`config.mk`:
```
export PLATFORM = sky130hd
export DESIGN_NAME = rtca_core
export DESIGN_NICKNAME = d
export VERILOG_FILES = /design/src/design/rtca_pkg.sv /design/src/design/rtca_sync.sv /design/src/design/rtca_divider.sv /design/src/design/rtca_core.sv
export SDC_FILE = /design/constraint.sdc
export NUM_CORES = 1
export LEC_CHECK = 0
export BUFFER_PORTS_ARGS = -buffer_cell sky130_fd_sc_hd__buf_2
export CORE_MARGIN = 10
export CORE_UTILIZATION = 57
export CTS_BUF_LIST = sky130_fd_sc_hd__clkbuf_4 sky130_fd_sc_hd__clkbuf_8
export DETAILED_ROUTE_END_ITERATION = 16
export GPL_TIMING_DRIVEN = 0
export PLACE_DENSITY_LB_ADDON = 0.08
export SYNTH_ARGS = -nofsm -noshare
export SYNTH_HDL_FRONTEND = slang
export SYNTH_SLANG_ARGS = --single-unit
```
`constraint.sdc`:
```
create_clock -name clk_in -period 6 [get_ports clk_in]
set_input_delay 0 -clock clk_in [delete_from_list [all_inputs] [get_ports clk_in]]
set_output_delay 0 -clock clk_in [all_outputs]
set_load 0.005 [all_outputs]
```
`src/design/rtca_pkg.sv`:
```
// Package of constants and carrier types for the real time clock block
package rtca_pkg;

	localparam int          TB_HZ           = 32768;
	localparam logic [16:0] SEC_MAX         = 17'h1517F;
	localparam logic [16:0] SEC_RST         = 17'h00000;
	localparam logic [14:0] DAY_RST         = 15'h0000;
	localparam logic [16:0] ALARM_SEC_RST   = 17'h1FFFF;
	localparam logic [14:0] ALARM_DAY_RST   = 15'h7FFF;
	localparam logic [15:0] DIV_BASE        = 16'h8000;
	localparam logic [4:0]  CAL_RST         = 5'h00;
	localparam int          TICK_DIV_CYCLES = 250000000 / TB_HZ;
	localparam logic [12:0] TICK_DIV_LAST   = 13'(TICK_DIV_CYCLES - 1);

	typedef enum logic [1:0] {
		RTCA_CAL_OFF  = 2'b00,
		RTCA_CAL_MAIN = 2'b01,
		RTCA_CAL_RSVD = 2'b10,
		RTCA_CAL_ALL  = 2'b11
	} rtca_cal_mode_t;

	typedef enum logic [1:0] {
		RTCA_PWR_OFF,
		RTCA_PWR_LOW,
		RTCA_PWR_ON
	} rtca_pwr_t;

	typedef struct packed {
		logic [16:0] seconds;
		logic [14:0] day;
	} rtca_time_t;

	typedef struct packed {
		logic [4:0]     word;
		rtca_cal_mode_t mode;
	} rtca_cal_t;

endpackage

```
`src/design/rtca_sync.sv`:
```
// Two flip-flop synchroniser for one level
`timescale 1ns/1ps
module rtca_sync import rtca_pkg::*; (
	input  wire logic clk_in,
	input  wire logic rst_n_in,
	input  wire logic d_in,
	output logic      q_out
);
	logic meta;

	always_ff @(posedge clk_in or negedge rst_n_in) begin
		if (!rst_n_in) begin
			meta  <= 1'b0;
			q_out <= 1'b0;
		end else begin
			meta  <= d_in;
			q_out <= meta;
		end
	end
endmodule // rtca_sync

```
`src/design/rtca_divider.sv`:
```
// Calibrated divider from time base enable to one-second tick
`timescale 1ns/1ps
module rtca_divider import rtca_pkg::*; (
	input  wire logic       clk_in,
	input  wire logic       rst_n_in,
	input  wire logic       step_in,
	input  wire logic       run_in,
	input  wire logic       cal_on_in,
	input  wire logic [4:0] cal_word_in,
	output logic            tick_out
);
	logic [15:0] count;
	logic [15:0] next_count;
	logic        next_tick;
	logic [15:0] terminal;

	always_comb begin
		// Period is 32768 plus the signed word when active
		terminal = cal_on_in ?
			16'(DIV_BASE + {{11{cal_word_in[4]}}, cal_word_in} - 16'h0001) :
			16'(DIV_BASE - 16'h0001);
		next_count = count;
		next_tick  = 1'b0;
		if (!run_in) begin
			next_count = 16'h0000;
		end else if (step_in) begin
			if (count >= terminal) begin
				next_count = 16'h0000;
				next_tick  = 1'b1;
			end else begin
				next_count = 16'(count + 16'h0001);
			end
		end
	end

	always_ff @(posedge clk_in or negedge rst_n_in) begin
		if (!rst_n_in) begin
			count    <= 16'h0000;
			tick_out <= 1'b0;
		end else begin
			count    <= next_count;
			tick_out <= next_tick;
		end
	end
endmodule // rtca_divider

```
`src/design/rtca_core.sv`:
```
// Real time clock: counters, alarm, calibration and keepalive outputs
//
// Contract
// - Keepalive set: processor clock output stays enabled in every state.
// - Keepalive clear: processor clock output not maintained in Off state.
// - Secure clock supply enabled right after clock reset; never disabled.
// - Writing one to clock disable bit stops the clock; default runs.
// - Time base is divided to a one-second tick advancing seconds.
// - Seconds counter is 17 bits, counts 0 to 86399, then wraps.
// - Each seconds wrap increments the 15-bit day counter.
// - Every tick sets one-second flag unless a time write falls in the same cycle; interrupt only while unmasked.
// - Alarm flag set when seconds and day equal alarm values.
// - Unmasked alarm turns on when off, interrupts when on.
// - Alarm mask resets to one.
// - Alarm seconds and day values load all ones at first power.
// - Alarm flag is retained on backup power.
// - Backup undervoltage resets counters, retained state, sets lost flag.
// - Only one alarm pair exists.
// - Five-bit two's-complement word trims the 32768-count divider.
// - Word adds or removes that many counts per 32768.
// - Calibration touches only the tick divider, not clock outputs.
// - Mode 00 off, 01 except backup-only, 11 always, 10 reserved.
// - Mode 01 disables calibration on battery loss or backup switchover.
`timescale 1ns/1ps
module rtca_core import rtca_pkg::*; (
	input  wire logic        clk_in,
	input  wire logic        rst_n_in,
	input  wire logic        clock_power_on_reset_n_in,
	input  wire logic        main_battery_ok_in,
	input  wire logic        backup_only_in,
	input  wire rtca_pwr_t   power_state_in,
	input  wire logic        secure_clock_keepalive_in,
	input  wire logic        clock_disable_bit_in,
	input  wire rtca_cal_t   cal_in,
	input  wire logic        alarm_write_in,
	input  wire rtca_time_t  alarm_in,
	input  wire logic        alarm_irq_mask_in,
	input  wire logic        one_second_irq_mask_in,
	input  wire logic        time_write_in,
	input  wire rtca_time_t  time_in,
	input  wire logic        clear_one_second_in,
	input  wire logic        clear_alarm_in,
	input  wire logic        clear_contents_lost_in,
	output rtca_time_t       time_out,
	output rtca_time_t       alarm_out,
	output logic             alarm_irq_mask_out,
	output logic             one_second_irq_flag_out,
	output logic             alarm_irq_flag_out,
	output logic             contents_lost_irq_flag_out,
	output logic             irq_out,
	output logic             turn_on_out,
	output logic             processor_clock_enable_out,
	output logic             secure_clock_supply_enable_out,
	output logic             peripheral_clock_enable_out,
	output logic             cal_active_out
);

	////////////////////////////////////////////////////////////////////////
	// Reset release and pin synchronisers
	logic rst_meta;
	logic rst_sync_n;
	logic por_n;
	logic bat_ok;
	logic bkp_only;

	// Reset enters asynchronously but is released on the clock
	always_ff @(posedge clk_in or negedge rst_n_in) begin
		if (!rst_n_in) begin
			rst_meta   <= 1'b0;
			rst_sync_n <= 1'b0;
		end else begin
			rst_meta   <= 1'b1;
			rst_sync_n <= rst_meta;
		end
	end

	// Clock reset and supply status come from other domains
	rtca_sync u_sync_por (
		.clk_in   (clk_in),
		.rst_n_in (rst_sync_n),
		.d_in     (clock_power_on_reset_n_in),
		.q_out    (por_n)
	);

	rtca_sync u_sync_bat (
		.clk_in   (clk_in),
		.rst_n_in (rst_sync_n),
		.d_in     (main_battery_ok_in),
		.q_out    (bat_ok)
	);

	rtca_sync u_sync_bkp (
		.clk_in   (clk_in),
		.rst_n_in (rst_sync_n),
		.d_in     (backup_only_in),
		.q_out    (bkp_only)
	);

	////////////////////////////////////////////////////////////////////////
	// Time base step from the system clock
	logic [12:0] base_cnt;
	logic [12:0] next_base_cnt;
	logic        base_step;
	logic        next_base_step;
	logic        tick;
	logic        cal_on;

	// Step period truncates the clock ratio, so seconds run slightly short
	always_comb begin
		next_base_step = 1'b0;
		next_base_cnt  = 13'(base_cnt + 13'h0001);
		if (base_cnt >= TICK_DIV_LAST) begin
			next_base_cnt  = 13'h0000;
			next_base_step = 1'b1;
		end
	end

	always_ff @(posedge clk_in or negedge rst_sync_n) begin
		if (!rst_sync_n) begin
			base_cnt  <= 13'h0000;
			base_step <= 1'b0;
		end else begin
			base_cnt  <= next_base_cnt;
			base_step <= next_base_step;
		end
	end

	// Reserved mode 10 falls to the default and stays off
	always_comb begin
		case (cal_in.mode)
			RTCA_CAL_ALL:  cal_on = 1'b1;
			RTCA_CAL_MAIN: cal_on = bat_ok && !bkp_only;
			default:       cal_on = 1'b0;
		endcase
	end

	// The time base output itself is never trimmed
	rtca_divider u_div (
		.clk_in      (clk_in),
		.rst_n_in    (rst_sync_n),
		.step_in     (base_step),
		.run_in      (por_n && !clock_disable_bit_in),
		.cal_on_in   (cal_on),
		.cal_word_in (cal_in.word),
		.tick_out    (tick)
	);

	////////////////////////////////////////////////////////////////////////
	// Counters, alarm and flags
	rtca_time_t now;
	rtca_time_t next_now;
	rtca_time_t alarm;
	rtca_time_t next_alarm;
	logic       amask;
	logic       next_amask;
	logic       f_sec;
	logic       next_f_sec;
	logic       f_alm;
	logic       next_f_alm;
	logic       f_lost;
	logic       next_f_lost;
	logic       next_irq;
	logic       next_turn_on;
	logic       match;
	logic       match_d;
	logic       match_rise;

	// Edge detect starts high so the reset alarm value cannot flag at once
	assign match      = (now == alarm);
	assign match_rise = match && !match_d;

	always_comb begin
		next_now     = now;
		next_alarm   = alarm;
		next_amask   = amask;
		next_f_sec   = f_sec && !clear_one_second_in;
		next_f_alm   = f_alm && !clear_alarm_in;
		next_f_lost  = f_lost && !clear_contents_lost_in;
		next_turn_on = 1'b0;
		// Clears come first so a set in the same cycle wins
		// Writes are refused while the clock reset holds
		if (!por_n) begin
			next_now    = '{seconds: SEC_RST, day: DAY_RST};
			next_alarm  = '{seconds: ALARM_SEC_RST,
				day: ALARM_DAY_RST};
			next_amask  = 1'b1;
			next_f_sec  = 1'b0;
			next_f_alm  = 1'b0;
			next_f_lost = 1'b1;
		end else begin
			// Alarm mask follows its input outside the clock reset
			next_amask = alarm_irq_mask_in;
			if (alarm_write_in) begin
				next_alarm = alarm_in;
			end
			if (time_write_in) begin
				next_now = time_in;
			end else if (tick) begin
				next_f_sec = 1'b1;
				if (now.seconds >= SEC_MAX) begin
					next_now.seconds = SEC_RST;
					next_now.day = 15'(now.day + 15'h0001);
				end else begin
					next_now.seconds = 17'(now.seconds + 17'h00001);
				end
			end
			if (match_rise) begin
				next_f_alm = 1'b1;
				if (!amask && power_state_in != RTCA_PWR_ON) begin
					next_turn_on = 1'b1;
				end
			end
		end
		// Interrupt level follows the flags and masks one cycle later
		next_irq = (f_sec && !one_second_irq_mask_in) ||
			(f_alm && !amask && power_state_in == RTCA_PWR_ON);
	end

	always_ff @(posedge clk_in or negedge rst_sync_n) begin
		if (!rst_sync_n) begin
			now     <= '{seconds: SEC_RST, day: DAY_RST};
			alarm   <= '{seconds: ALARM_SEC_RST, day: ALARM_DAY_RST};
			amask   <= 1'b1;
			f_sec   <= 1'b0;
			f_alm   <= 1'b0;
			f_lost  <= 1'b1;
			match_d <= 1'b1;
			irq_out <= 1'b0;
			turn_on_out <= 1'b0;
		end else begin
			now     <= next_now;
			alarm   <= next_alarm;
			amask   <= next_amask;
			f_sec   <= next_f_sec;
			f_alm   <= next_f_alm;
			f_lost  <= next_f_lost;
			match_d <= match;
			irq_out <= next_irq;
			turn_on_out <= next_turn_on;
		end
	end

	////////////////////////////////////////////////////////////////////////
	// Output registers and clock driver enables
	rtca_time_t next_time_out;
	rtca_time_t next_alarm_out;
	logic       next_amask_out;
	logic       next_f_sec_out;
	logic       next_f_alm_out;
	logic       next_f_lost_out;
	logic       next_pclk;
	logic       next_supply;
	logic       next_periph;
	logic       next_cal_active;

	// Keepalive overrides the power state decode of the processor clock
	always_comb begin
		next_time_out   = now;
		next_alarm_out  = alarm;
		next_amask_out  = amask;
		next_f_sec_out  = f_sec;
		next_f_alm_out  = f_alm;
		next_f_lost_out = f_lost;
		case (power_state_in)
			RTCA_PWR_OFF: next_pclk = secure_clock_keepalive_in;
			default:      next_pclk = 1'b1;
		endcase
		if (secure_clock_keepalive_in) begin
			next_pclk = 1'b1;
		end
		// Supply has no disable path once out of reset
		next_supply     = 1'b1;
		next_periph     = (power_state_in == RTCA_PWR_ON);
		next_cal_active = cal_on;
	end

	always_ff @(posedge clk_in or negedge rst_sync_n) begin
		if (!rst_sync_n) begin
			time_out   <= '{seconds: SEC_RST, day: DAY_RST};
			alarm_out  <= '{seconds: ALARM_SEC_RST, day: ALARM_DAY_RST};
			alarm_irq_mask_out             <= 1'b1;
			one_second_irq_flag_out        <= 1'b0;
			alarm_irq_flag_out             <= 1'b0;
			contents_lost_irq_flag_out     <= 1'b1;
			processor_clock_enable_out     <= 1'b1;
			secure_clock_supply_enable_out <= 1'b1;
			peripheral_clock_enable_out    <= 1'b0;
			cal_active_out                 <= 1'b0;
		end else begin
			time_out   <= next_time_out;
			alarm_out  <= next_alarm_out;
			alarm_irq_mask_out             <= next_amask_out;
			one_second_irq_flag_out        <= next_f_sec_out;
			alarm_irq_flag_out             <= next_f_alm_out;
			contents_lost_irq_flag_out     <= next_f_lost_out;
			processor_clock_enable_out     <= next_pclk;
			secure_clock_supply_enable_out <= next_supply;
			peripheral_clock_enable_out    <= next_periph;
			cal_active_out                 <= next_cal_active;
		end
	end

endmodule // rtca_core

```
==> flow_summary.yaml, run 1 <==
outcome:
  status: "complete, no violations"
global_route:
  grt_pass1_wl_um: 37300
  busiest_layer: "met2"
  overflow: 0
  use_met3: 0.0531
  grt_usage: 0.234
  use_met2: 0.393
  met1_usage: 0.284
  grt_max_degree: 66
  grt_pass1_vias: 7227
  antenna_found_initial: 2
clock_tree:
  ctsLongestPathBuffers: 2
  ctsHtreeMaxLevel: 4
  clkTransAtPathRegs_ns: 0.09
  cts_resized: 0
  numClockSinks: 181
  cts_tree: "built"
  clk_latency_ns: 0.46
  cts_setup_buffers: 0
  cts_buffers: 17
  cts_root_buffer: "clkbuf_8"
critical_path:
  crit_chain: "nor2b_1 > o21ai_1 > inv_1 > and2_1 > ha_1 > nor3b_1 > o21ai_0 > a2111oi_2 > o211ai_1 > clkbuf_1 > or3_1 > o21ai_0"
  crit_path_start_kind: "flop"
  r2r_cells: 12
  cpLargestDelayFamily: "compound AO/OA/AOI/OAI gates"
  worstPathMaxFanout: 10
  timing.rr.start: "u_sync_bat.q_out$_DFF_PN0_"
  critPathKind: "reg2reg"
  slowest_stage: "a2111oi_2"
  worst-path-buf-inv: 2
  critPathMaxStageDelay_ns: 0.49
  r2r_slack_ns: 2.61
  cp.required_ns: 6.38
  cp.arrival_ns: 3.77
  rr_endpoint: "u_div.count[13]$_DFFE_PN0P_"
  cp-end-kind: "flop"
  crit_top_cell: "o21ai_0"
yosys:
  syn-cell-area_um2: 8190
  synth_xor_area_frac: 0.0481
  synth-compound-area-share: 0.116
  synthMuxAreaShare: 0.0428
  synth_top_family_by_area: "simple AND/OR/NAND/NOR gates"
  post-synth-top-count-cell: "dfrtp_1"
  synth_area_leader_cell: "dfrtp_1"
  syn_area_per_cell_um2: 10.9
  ys_ff_latch: 181
  ys.flop_type: "dfrtp_1"
  yosys_warnings: 0
  ys_types: 66
  synth_fa_ha_area_frac: 0.0397
  synth_simple_gate_area_frac: 0.162
  yosys-top-cells-count: "dfrtp_1 (111), nand2_1 (90), dfstp_2 (70), nor2_1 (40), mux2i_1 (35)"
  syn_inst: 751
  synthTopCellsByArea: "dfrtp_1 (34%), dfstp_2 (22%), mux2i_1 (4.3%), nand2_1 (4.1%), ha_1 (4.0%)"
  synth_top_area_share: 0.339
  ys_seq_area_frac: 0.564
  async_flop_share: 1.00
  synth_edf_count: 0
detailed_routing:
  vias: 6941
  drtIter0Drc: 535
  firstDrtPassIters: 5
  drt_wl_total_um: 23200
  via_per_inst: 5.75
  ant_nets: 0
  wire_per_inst_um: 19.2
  remaining_drc_errors: 0
cells_and_area:
  design_area_um2: 10500
  drive_gt1_frac: 0.276
  syn_to_final_growth_pct: 28.0
  final_cells: 1207
  nets: 1125
sta:
  setup_tns_ns: 0
  hold_viol_final: 0
  rsz0062_at_grt: "false"
  fin_skew_ns: 0.0147
  tightest_slew_ns: 0.784
  min_period_over_period: 0.565
  timing.fmax_mhz: 295
  period_needed_ns: 3.39
  finalSetupViolations: 0
  slew_viol_final: 0
  hold-worst-slack_ns: 0.0396
  relSlewSlack: 0.473
hold_path:
  hp-class: "in2reg"
  hp-start: "cal_in[0]"
  min_to: "cal_active_out$_DFF_PN0_"
  holdPathStages: 3
floorplanning:
  dieArea_um2: 19600
  die_y_um: 140
  row_count: 43
  num_io_pins: 161
  die_w_um: 140
  start_util: 0.585
  core-area_um2: 14000
placed_design:
  gp_congestion: 0.916
  place_hpwl_um: 16300
  io_buffers: 157
  placed_cells: 1091
  place_area_um2: 9260
power_and_ir_drop:
  peakVddDrop_mv: 0.142
  power.leakage_uw: 0.00474
  power_density_nw_per_um2: 237
run:
  cap_violations: 0
==> state kept, by name, indices dropped and copies added, names as in the netlist, 13 cells and up <==
register       count
u_div.count       16
alarm_out         32
alarm             32
base_cnt          13
next_time_out     32
time_out          32
==> layout by cell type (no fill, tap or decap), types with 3 or more instances in the layout <==
cell,instances
a21oi_1,32
xor2_1,28
clkbuf_1,24
nor2b_1,7
or3_1,15
nor4_1,9
nand3_1,28
o31a_1,4
a221oi_1,3
a211o_1,3
and3_1,11
nand4_1,14
inv_1,20
ha_1,26
or4_1,4
inv_6,3
nor3_1,20
nand2_1,90
dlygate4sd3_1,82
buf_2,159
clkinv_4,4
mux2i_1,35
or2_2,3
and3_2,3
o311ai_0,5
o22ai_1,8
dfrtp_1,110
o21ai_0,32
buf_1,5
a211oi_1,4
a31oi_1,16
and2_1,9
clkbuf_8,17
clkinv_2,3
dfstp_2,70
nor2_1,40
a22oi_1,10
nand2b_1,5
xnor2_1,17
==> worst max-delay path by stage <==
stage,slack [ns],cells past startpoint,to,startpoint
6_report,2.61,12,u_div.count[13]$_DFFE_PN0P_,u_sync_bat.q_out$_DFF_PN0_
5_1_grt,2.24,11,u_div.count[10]$_DFFE_PN0P_,u_sync_bat.q_out$_DFF_PN0_
4_1_cts,2.60,12,u_div.count[13]$_DFFE_PN0P_,u_sync_bat.q_out$_DFF_PN0_
3_5_place_dp,2.63,12,u_div.count[13]$_DFFE_PN0P_,u_sync_bat.q_out$_DFF_PN0_
3_3_place_gp,-0.89,0,time_out[8]$_DFF_PN0_,rst_sync_n$_DFF_PN0_
2_1_floorplan,0.71,0,alarm_irq_flag_out$_DFF_PN0_,rst_sync_n$_DFF_PN0_
==> metrics by stage <==
step                setup slack (ns)  power, uW  utilization
CTS                             2.60       2500        0.749
global route                    2.24       2590        0.749
detailed placement              2.63       1640        0.662
global placement              -0.888       1620        0.658
floorplan                      0.705       1510            -
finish                          2.61       2490        0.749
==> kinds of logic after synthesis <==
family,after synthesis
fa+ha+maj,26
simple gates,267
flops,181
buf+inv,55
compound gates,141
xor+xnor,45
other cells,1
mux,35
==> worst register-to-register path: stages (launching register included) <==
cell and delay, ns:
dfrtp_1 0.36, nor2b_1 0.12, o21ai_1 0.41, inv_1 0.21, and2_1 0.21, ha_1 0.19
nor3b_1 0.21, o21ai_0 0.16, a2111oi_2 0.49, o211ai_1 0.21, clkbuf_1 0.28, or3_1 0.39
o21ai_0 0.08
==> routing by layer <==
| metal | vias to the layer above | routed length [um] |
|---|---|---|
| met5 | - | 0 |
| met4 | 0 | 545 |
| met3 | 45 | 1650 |
| met2 | 308 | 11600 |
| met1 | 3389 | 9340 |
| li1 | 3199 | - |
==> layout make-up <==
class / count / area [um^2]
multi-input cells: 516 / 3350
well taps: 180 / 225
clock inverters: 14 / 150
plain buffers: 34 / 145
diodes: 2 / 5.00
clock buffers: 18 / 241
fillers: 1004 / 3510
repair buffers: 241 / 1660
flip-flops and latches: 181 / 4620
inverters: 21 / 78.8
==> power breakdown <==
group | switching [uW] | internal (uW)
clock | 447 | 379
combinational | 154 | 144
sequential | 62.9 | 1300
==> what timing repair did <==
item	4_1_cts	5_1_grt
endpoints found under the setup margin	0	0
endpoints found under the hold margin	80	0
hold buffers	82	0
No activity file was read; power rests on OpenSTA's default activity.
==> run 2: changes to the inputs <==
--- a/config.mk
+++ b/config.mk
@@ -5,9 +5,10 @@
 export SDC_FILE = /design/constraint.sdc
 export NUM_CORES = 1
 export LEC_CHECK = 0
+export ABC_AREA = 1
 export BUFFER_PORTS_ARGS = -buffer_cell sky130_fd_sc_hd__buf_2
 export CORE_MARGIN = 10
-export CORE_UTILIZATION = 57
+export CORE_UTILIZATION = 58
 export CTS_BUF_LIST = sky130_fd_sc_hd__clkbuf_4 sky130_fd_sc_hd__clkbuf_8
 export DETAILED_ROUTE_END_ITERATION = 16
 export GPL_TIMING_DRIVEN = 0
==> constraint.sdc (replaced) <==
create_clock -name clk_in -period 3.3 [get_ports clk_in]
set_input_delay 0 -clock clk_in [delete_from_list [all_inputs] [get_ports clk_in]]
set_output_delay 0 -clock clk_in [all_outputs]
set_load 0.005 [all_outputs]
==> flow_summary.yaml, run 2 <==
outcome:
  status: "complete, no violations"
sta:
  timing.final.ws_setup_ns: 0.607
  slew_viol_final: 0
  fin_skew_ns: 0.0158
  setup_tns_ns: 0
  finalSetupViolations: 0
  rsz0062_at_grt: "false"
  tightest_slew_ns: 0.703
  hold_viol_final: 0
  period_needed_ns: 2.69
  relSlewSlack: 0.531
  min_period_over_period: 0.816
  timing.fmax_mhz: 371
power_and_ir_drop:
  total_power_uw: 4690
  power.leakage_uw: 0.00579
  power_density_nw_per_um2: 414
  peakVddDrop_mv: 0.299
placed_design:
  gp_congestion: 0.956
  placed_cells: 1425
  io_buffers: 159
  pre_cts_ws_ns: 0.631
  place_hpwl_um: 17500
yosys:
  ys_types: 45
  synth_simple_gate_area_frac: 0.261
  ys_seq_area_frac: 0.513
  ys.flop_type: "dfrtp_1"
  synth_area_leader_cell: "dfrtp_1"
  yosys-top-cells-count: "nand2_1 (270), inv_1 (126), dfrtp_1 (111), nor2_1 (84), nand3_1 (81)"
  syn-cell-area_um2: 9000
  synth-compound-area-share: 0.0859
  synth_fa_ha_area_frac: 0.0362
  async_flop_share: 1.00
  syn_area_per_cell_um2: 8.38
  post-synth-top-count-cell: "nand2_1"
  yosys_warnings: 0
  synthMuxAreaShare: 0
  syn_inst: 1074
  ys_ff_latch: 181
  synth_xor_area_frac: 0.0214
  synth_top_area_share: 0.309
  synth_top_family_by_area: "simple AND/OR/NAND/NOR gates"
  synth_edf_count: 0
  synthTopCellsByArea: "dfrtp_1 (31%), dfstp_2 (20%), nand2_1 (11%), inv_1 (5.3%), nand3_1 (4.5%)"
critical_path:
  crit_path_start_kind: "flop"
  cp-end-kind: "flop"
  r2r_cells: 15
  cp.arrival_ns: 3.07
  critPathKind: "reg2reg"
  slowest_stage: "dfrtp_1"
  worstPathMaxFanout: 10
  worst-path-buf-inv: 3
  cp.required_ns: 3.68
  crit_chain: "inv_1 > o21ai_0 > nand2_1 > inv_1 > o21ai_0 > a21oi_1 > ha_1 > a21oi_1 > o21ai_0 > nand2_1 > nand2_1 > nand2_1 > nand3_1 > buf_2 > o22ai_1"
  critPathMaxStageDelay_ns: 0.34
  cpLargestDelayFamily: "compound AO/OA/AOI/OAI gates"
  cp.depth: 15
  crit_top_cell: "nand2_1"
detailed_routing:
  drt_wl_total_um: 24400
  drtIter0Drc: 448
  via_per_inst: 5.24
  firstDrtPassIters: 5
  vias: 8066
  remaining_drc_errors: 0
  wire_per_inst_um: 15.9
  ant_nets: 0
clock_tree:
  ctsLongestPathBuffers: 2
  cts_setup_buffers: 0
  numClockSinks: 181
  clkTransAtPathRegs_ns: 0.09
  cts_buffers: 17
  cts_root_buffer: "clkbuf_8"
  cts_tree: "built"
  clk_latency_ns: 0.47
  ctsHtreeMaxLevel: 4
global_route:
  overflow: 0
  antenna_found_initial: 0
  grt_usage: 0.241
  grt_max_degree: 55
  grt_pass1_wl_um: 39500
  grt_pass1_vias: 7843
cells_and_area:
  antenna_cells: 0
  syn_to_final_growth_pct: 26.0
  multi_input_area_um2: 3650
  drive_gt1_frac: 0.245
  seq_area_um2: 4620
  final_core_util: 0.746
  fill_cells: 1111
  final_common_cell: "nand2_1"
  final_cells: 1539
  final_cell_mix: "nand2_1 (270), buf_2 (167), inv_1 (126)"
  nets: 1451
floorplanning:
  row_count: 45
  core-area_um2: 15200
  die_y_um: 145
  num_io_pins: 161
  die_w_um: 145
  start_util: 0.592
  dieArea_um2: 20900
hold_path:
  holdPathStages: 3
  hp-class: "in2reg"
run:
  cap_violations: 0
==> run 2: timing repair <==
action	4_1_cts	5_1_grt
gates resized for setup	0	0
hold buffers	82	0
endpoints found under the hold margin	83	0
==> run 2: area by class of cell <==
| class | count | share of cell area |
|---|---|---|
| sequential | 181 | 0.408 |
| timing repair buffer | 244 | 0.150 |
| clock inverter | 13 | 0.0130 |
| inverter | 135 | 0.0448 |
| tap | 188 | 0.0208 |
| multi-input combinational | 721 | 0.322 |
| buffer | 38 | 0.0199 |
| clock buffer | 19 | 0.0220 |
==> run 2: routing by layer <==
metal | track usage | wire [um]
met5 | 0 | 0
met4 | 0.0686 | 379
met3 | 0.0594 | 1730
met2 | 0.409 | 12200
met1 | 0.297 | 10100
==> run 2: report_power, final <==
part,leakage [uW],switching (uW),internal [uW]
sequential,0.00221,114,2400
clock,0.000207,824,702
combinational,0.00337,364,293
total,0.00579,1300,3390
==> run 2: worst min-delay path, stage by stage <==
cell	delay, ns
buf_2	0.08
nand2_1	0.20
inv_1	0.20
==> run 2: through the flow <==
step / hold WS, ns / cell area (um^2)
detailed placement: -0.215 / 10100
floorplan: -0.296 / 9000
CTS: 0.0437 / 11300
finish: 0.0727 / 11300
global route: 0.102 / 11300
global placement: -0.214 / 10000
==> run 2: worst paths after layout <==
kind	start	end	slack (ns)
max reg2reg	u_sync_bat.q_out$_DFF_PN0_	u_div.count[10]$_DFFE_PN0P_	0.61
min reg2reg	rst_sync_n$_DFF_PN0_	u_sync_bat.meta$_DFF_PN0_	0.27
min	cal_in[0]	cal_active_out$_DFF_PN0_	0.07
max	u_sync_bat.q_out$_DFF_PN0_	u_div.count[10]$_DFFE_PN0P_	0.61
min in group asynchronous	rst_sync_n$_DFF_PN0_	u_sync_bat.meta$_DFF_PN0_	0.27
max in group asynchronous	rst_sync_n$_DFF_PN0_	alarm[19]$_DFFE_PN1P_	2.08
==> run 2: cell families after synthesis <==
| family | after synthesis |
|---|---|
| adder cells (fa/ha/maj) | 26 |
| AND/OR/NAND/NOR | 527 |
| flip-flops | 181 |
| AO/OA/AOI/OAI | 144 |
| other | 1 |
| buffers and inverters | 173 |
| XOR/XNOR | 22 |
==> run 3: changes to the inputs <==
==> constraint.sdc (replaced) <==
create_clock -name clk_in -period 2.75 [get_ports clk_in]
set_input_delay 0 -clock clk_in [delete_from_list [all_inputs] [get_ports clk_in]]
set_output_delay 0 -clock clk_in [all_outputs]
set_load 0.005 [all_outputs]
==> flow_summary.yaml, run 3 (same netlist as run 2, synthesis figures left out) <==
global_route:
  grt_pass1_wl_um: 39900
  antenna_found_initial: 2
  grt_usage: 0.242
  grt_pass1_vias: 7805
  use_met2: 0.409
  use_met3: 0.0521
  met1_usage: 0.303
  busiest_layer: "met2"
  grt_max_degree: 74
  overflow: 0
power_and_ir_drop:
  peakVddDrop_mv: 0.398
  power_density_nw_per_um2: 504
  power.leakage_uw: 0.00580
sta:
  period_needed_ns: 2.55
  finalSetupViolations: 0
  timing.fmax_mhz: 392
  relSlewSlack: 0.534
  hold-worst-slack_ns: 0.0908
  fin_skew_ns: 0.0159
  hold_viol_final: 0
  slew_viol_final: 0
  min_period_over_period: 0.927
  tightest_slew_ns: 0.699
  setup_tns_ns: 0
  timing.final.ws_setup_ns: 0.200
clock_tree:
  clk_latency_ns: 0.47
  cts_tree: "built"
  numClockSinks: 181
  cts_buffers: 17
  ctsLongestPathBuffers: 2
  ctsHtreeMaxLevel: 4
  cts_root_buffer: "clkbuf_8"
  clkTransAtPathRegs_ns: 0.10
cells_and_area:
  fill_cells: 1127
  design_area_um2: 11400
  multi_input_area_um2: 3660
  syn_to_final_growth_pct: 26.4
  final_common_cell: "nand2_1"
  nets: 1453
  final_core_util: 0.748
  final_cell_mix: "nand2_1 (269), buf_2 (167), inv_1 (126)"
  seq_area_um2: 4620
  drive_gt1_frac: 0.246
detailed_routing:
  via_per_inst: 5.25
  drtIter0Drc: 573
  ant_nets: 0
  remaining_drc_errors: 0
  wire_per_inst_um: 16.1
  drt_wl_total_um: 24900
  vias: 8102
  firstDrtPassIters: 6
critical_path:
  worstPathMaxFanout: 10
  r2r_cells: 12
  cp.required_ns: 3.13
  timing.rr.start: "u_sync_bkp.q_out$_DFF_PN0_"
  crit_path_start_kind: "flop"
  r2r_slack_ns: 0.20
  rr_endpoint: "u_div.count[2]$_DFFE_PN0P_"
  cp.arrival_ns: 2.93
  critPathKind: "reg2reg"
  cp-end-kind: "flop"
floorplanning:
  row_count: 45
  dieArea_um2: 20900
  core-area_um2: 15200
  die_y_um: 145
  die_w_um: 145
  num_io_pins: 161
  start_util: 0.592
run:
  cap_violations: 0
outcome:
  status: "complete, no violations"
placed_design:
  pre_cts_ws_ns: 0.116
  place_area_um2: 10100
  io_buffers: 159
  place_hpwl_um: 17800
  gp_congestion: 0.934
hold_path:
  hp-class: "in2reg"
  hp-start: "time_write_in"
  min_to: "next_time_out[17]$_DFFE_PN0P_"
  holdPathStages: 6
[run 3: worst max-delay path by stage]
| stage | start | endpoint | slack (ns) | cells past startpoint |
|---|---|---|---|---|
| finish | u_sync_bkp.q_out$_DFF_PN0_ | u_div.count[2]$_DFFE_PN0P_ | 0.20 | 12 |
| global placement | u_sync_bkp.q_out$_DFF_PN0_ | u_div.count[6]$_DFFE_PN0P_ | 0.17 | 14 |
| floorplan | u_sync_bkp.q_out$_DFF_PN0_ | u_div.count[0]$_DFFE_PN0P_ | 0.63 | 13 |
| detailed placement | u_sync_bkp.q_out$_DFF_PN0_ | u_div.count[2]$_DFFE_PN0P_ | 0.12 | 13 |
| CTS | u_sync_bkp.q_out$_DFF_PN0_ | u_div.count[2]$_DFFE_PN0P_ | 0.1 | 12 |
| global route | u_sync_bkp.q_out$_DFF_PN0_ | u_div.count[2]$_DFFE_PN0P_ | -0.02 | 14 |
[run 3: through the flow]
stage               cells  power, uW
finish               1543       5730
global route         1543       5990
CTS                  1538       5750
detailed placement   1424       3750
global placement     1422       3720
floorplan            1075       3430
[run 3: cell type report]
type,count,share of cell area
clock buffer,19,0.0219
inverter,135,0.0447
buffer,38,0.0198
sequential,181,0.406
antenna,2,0.000440
tap,188,0.0207
multi-input combinational,721,0.322
clock inverter,13,0.0149
timing repair buffer,246,0.149
[run 3: per-layer routing]
metal	part of all wire	wire (um)	vias to the layer above
li1	-	-	3991
met5	0	0	-
met2	0.50	12500	263
met4	0.018	445	0
met1	0.42	10400	3813
met3	0.064	1580	35
[run 3: critical path: stages, from the launching register on]
cell     delay, ns
dfrtp_1       0.38
o21ai_0       0.26
nand2_2       0.13
inv_1         0.13
o21ai_0       0.13
nor2_1        0.16
ha_1          0.27
a21oi_1       0.14
o21ai_0       0.09
a21oi_1       0.16
nand3_2       0.19
buf_2         0.25
o22ai_1       0.17
[run 3: repair_timing]
item / 4_1_cts / 5_1_grt
buffers inserted: 0 / 1
resized for setup: 0 / 2
endpoints found under the setup margin: 0 / 17
endpoints found under the hold margin: 83 / 1
hold buffers: 82 / 2
[run 3: power by group]
group | leakage, uW | switching [uW] | internal [uW]
clock | 0.000215 | 994 | 935
sequential | 0.00221 | 141 | 2870
combinational | 0.00338 | 434 | 351
total | 0.00580 | 1570 | 4160
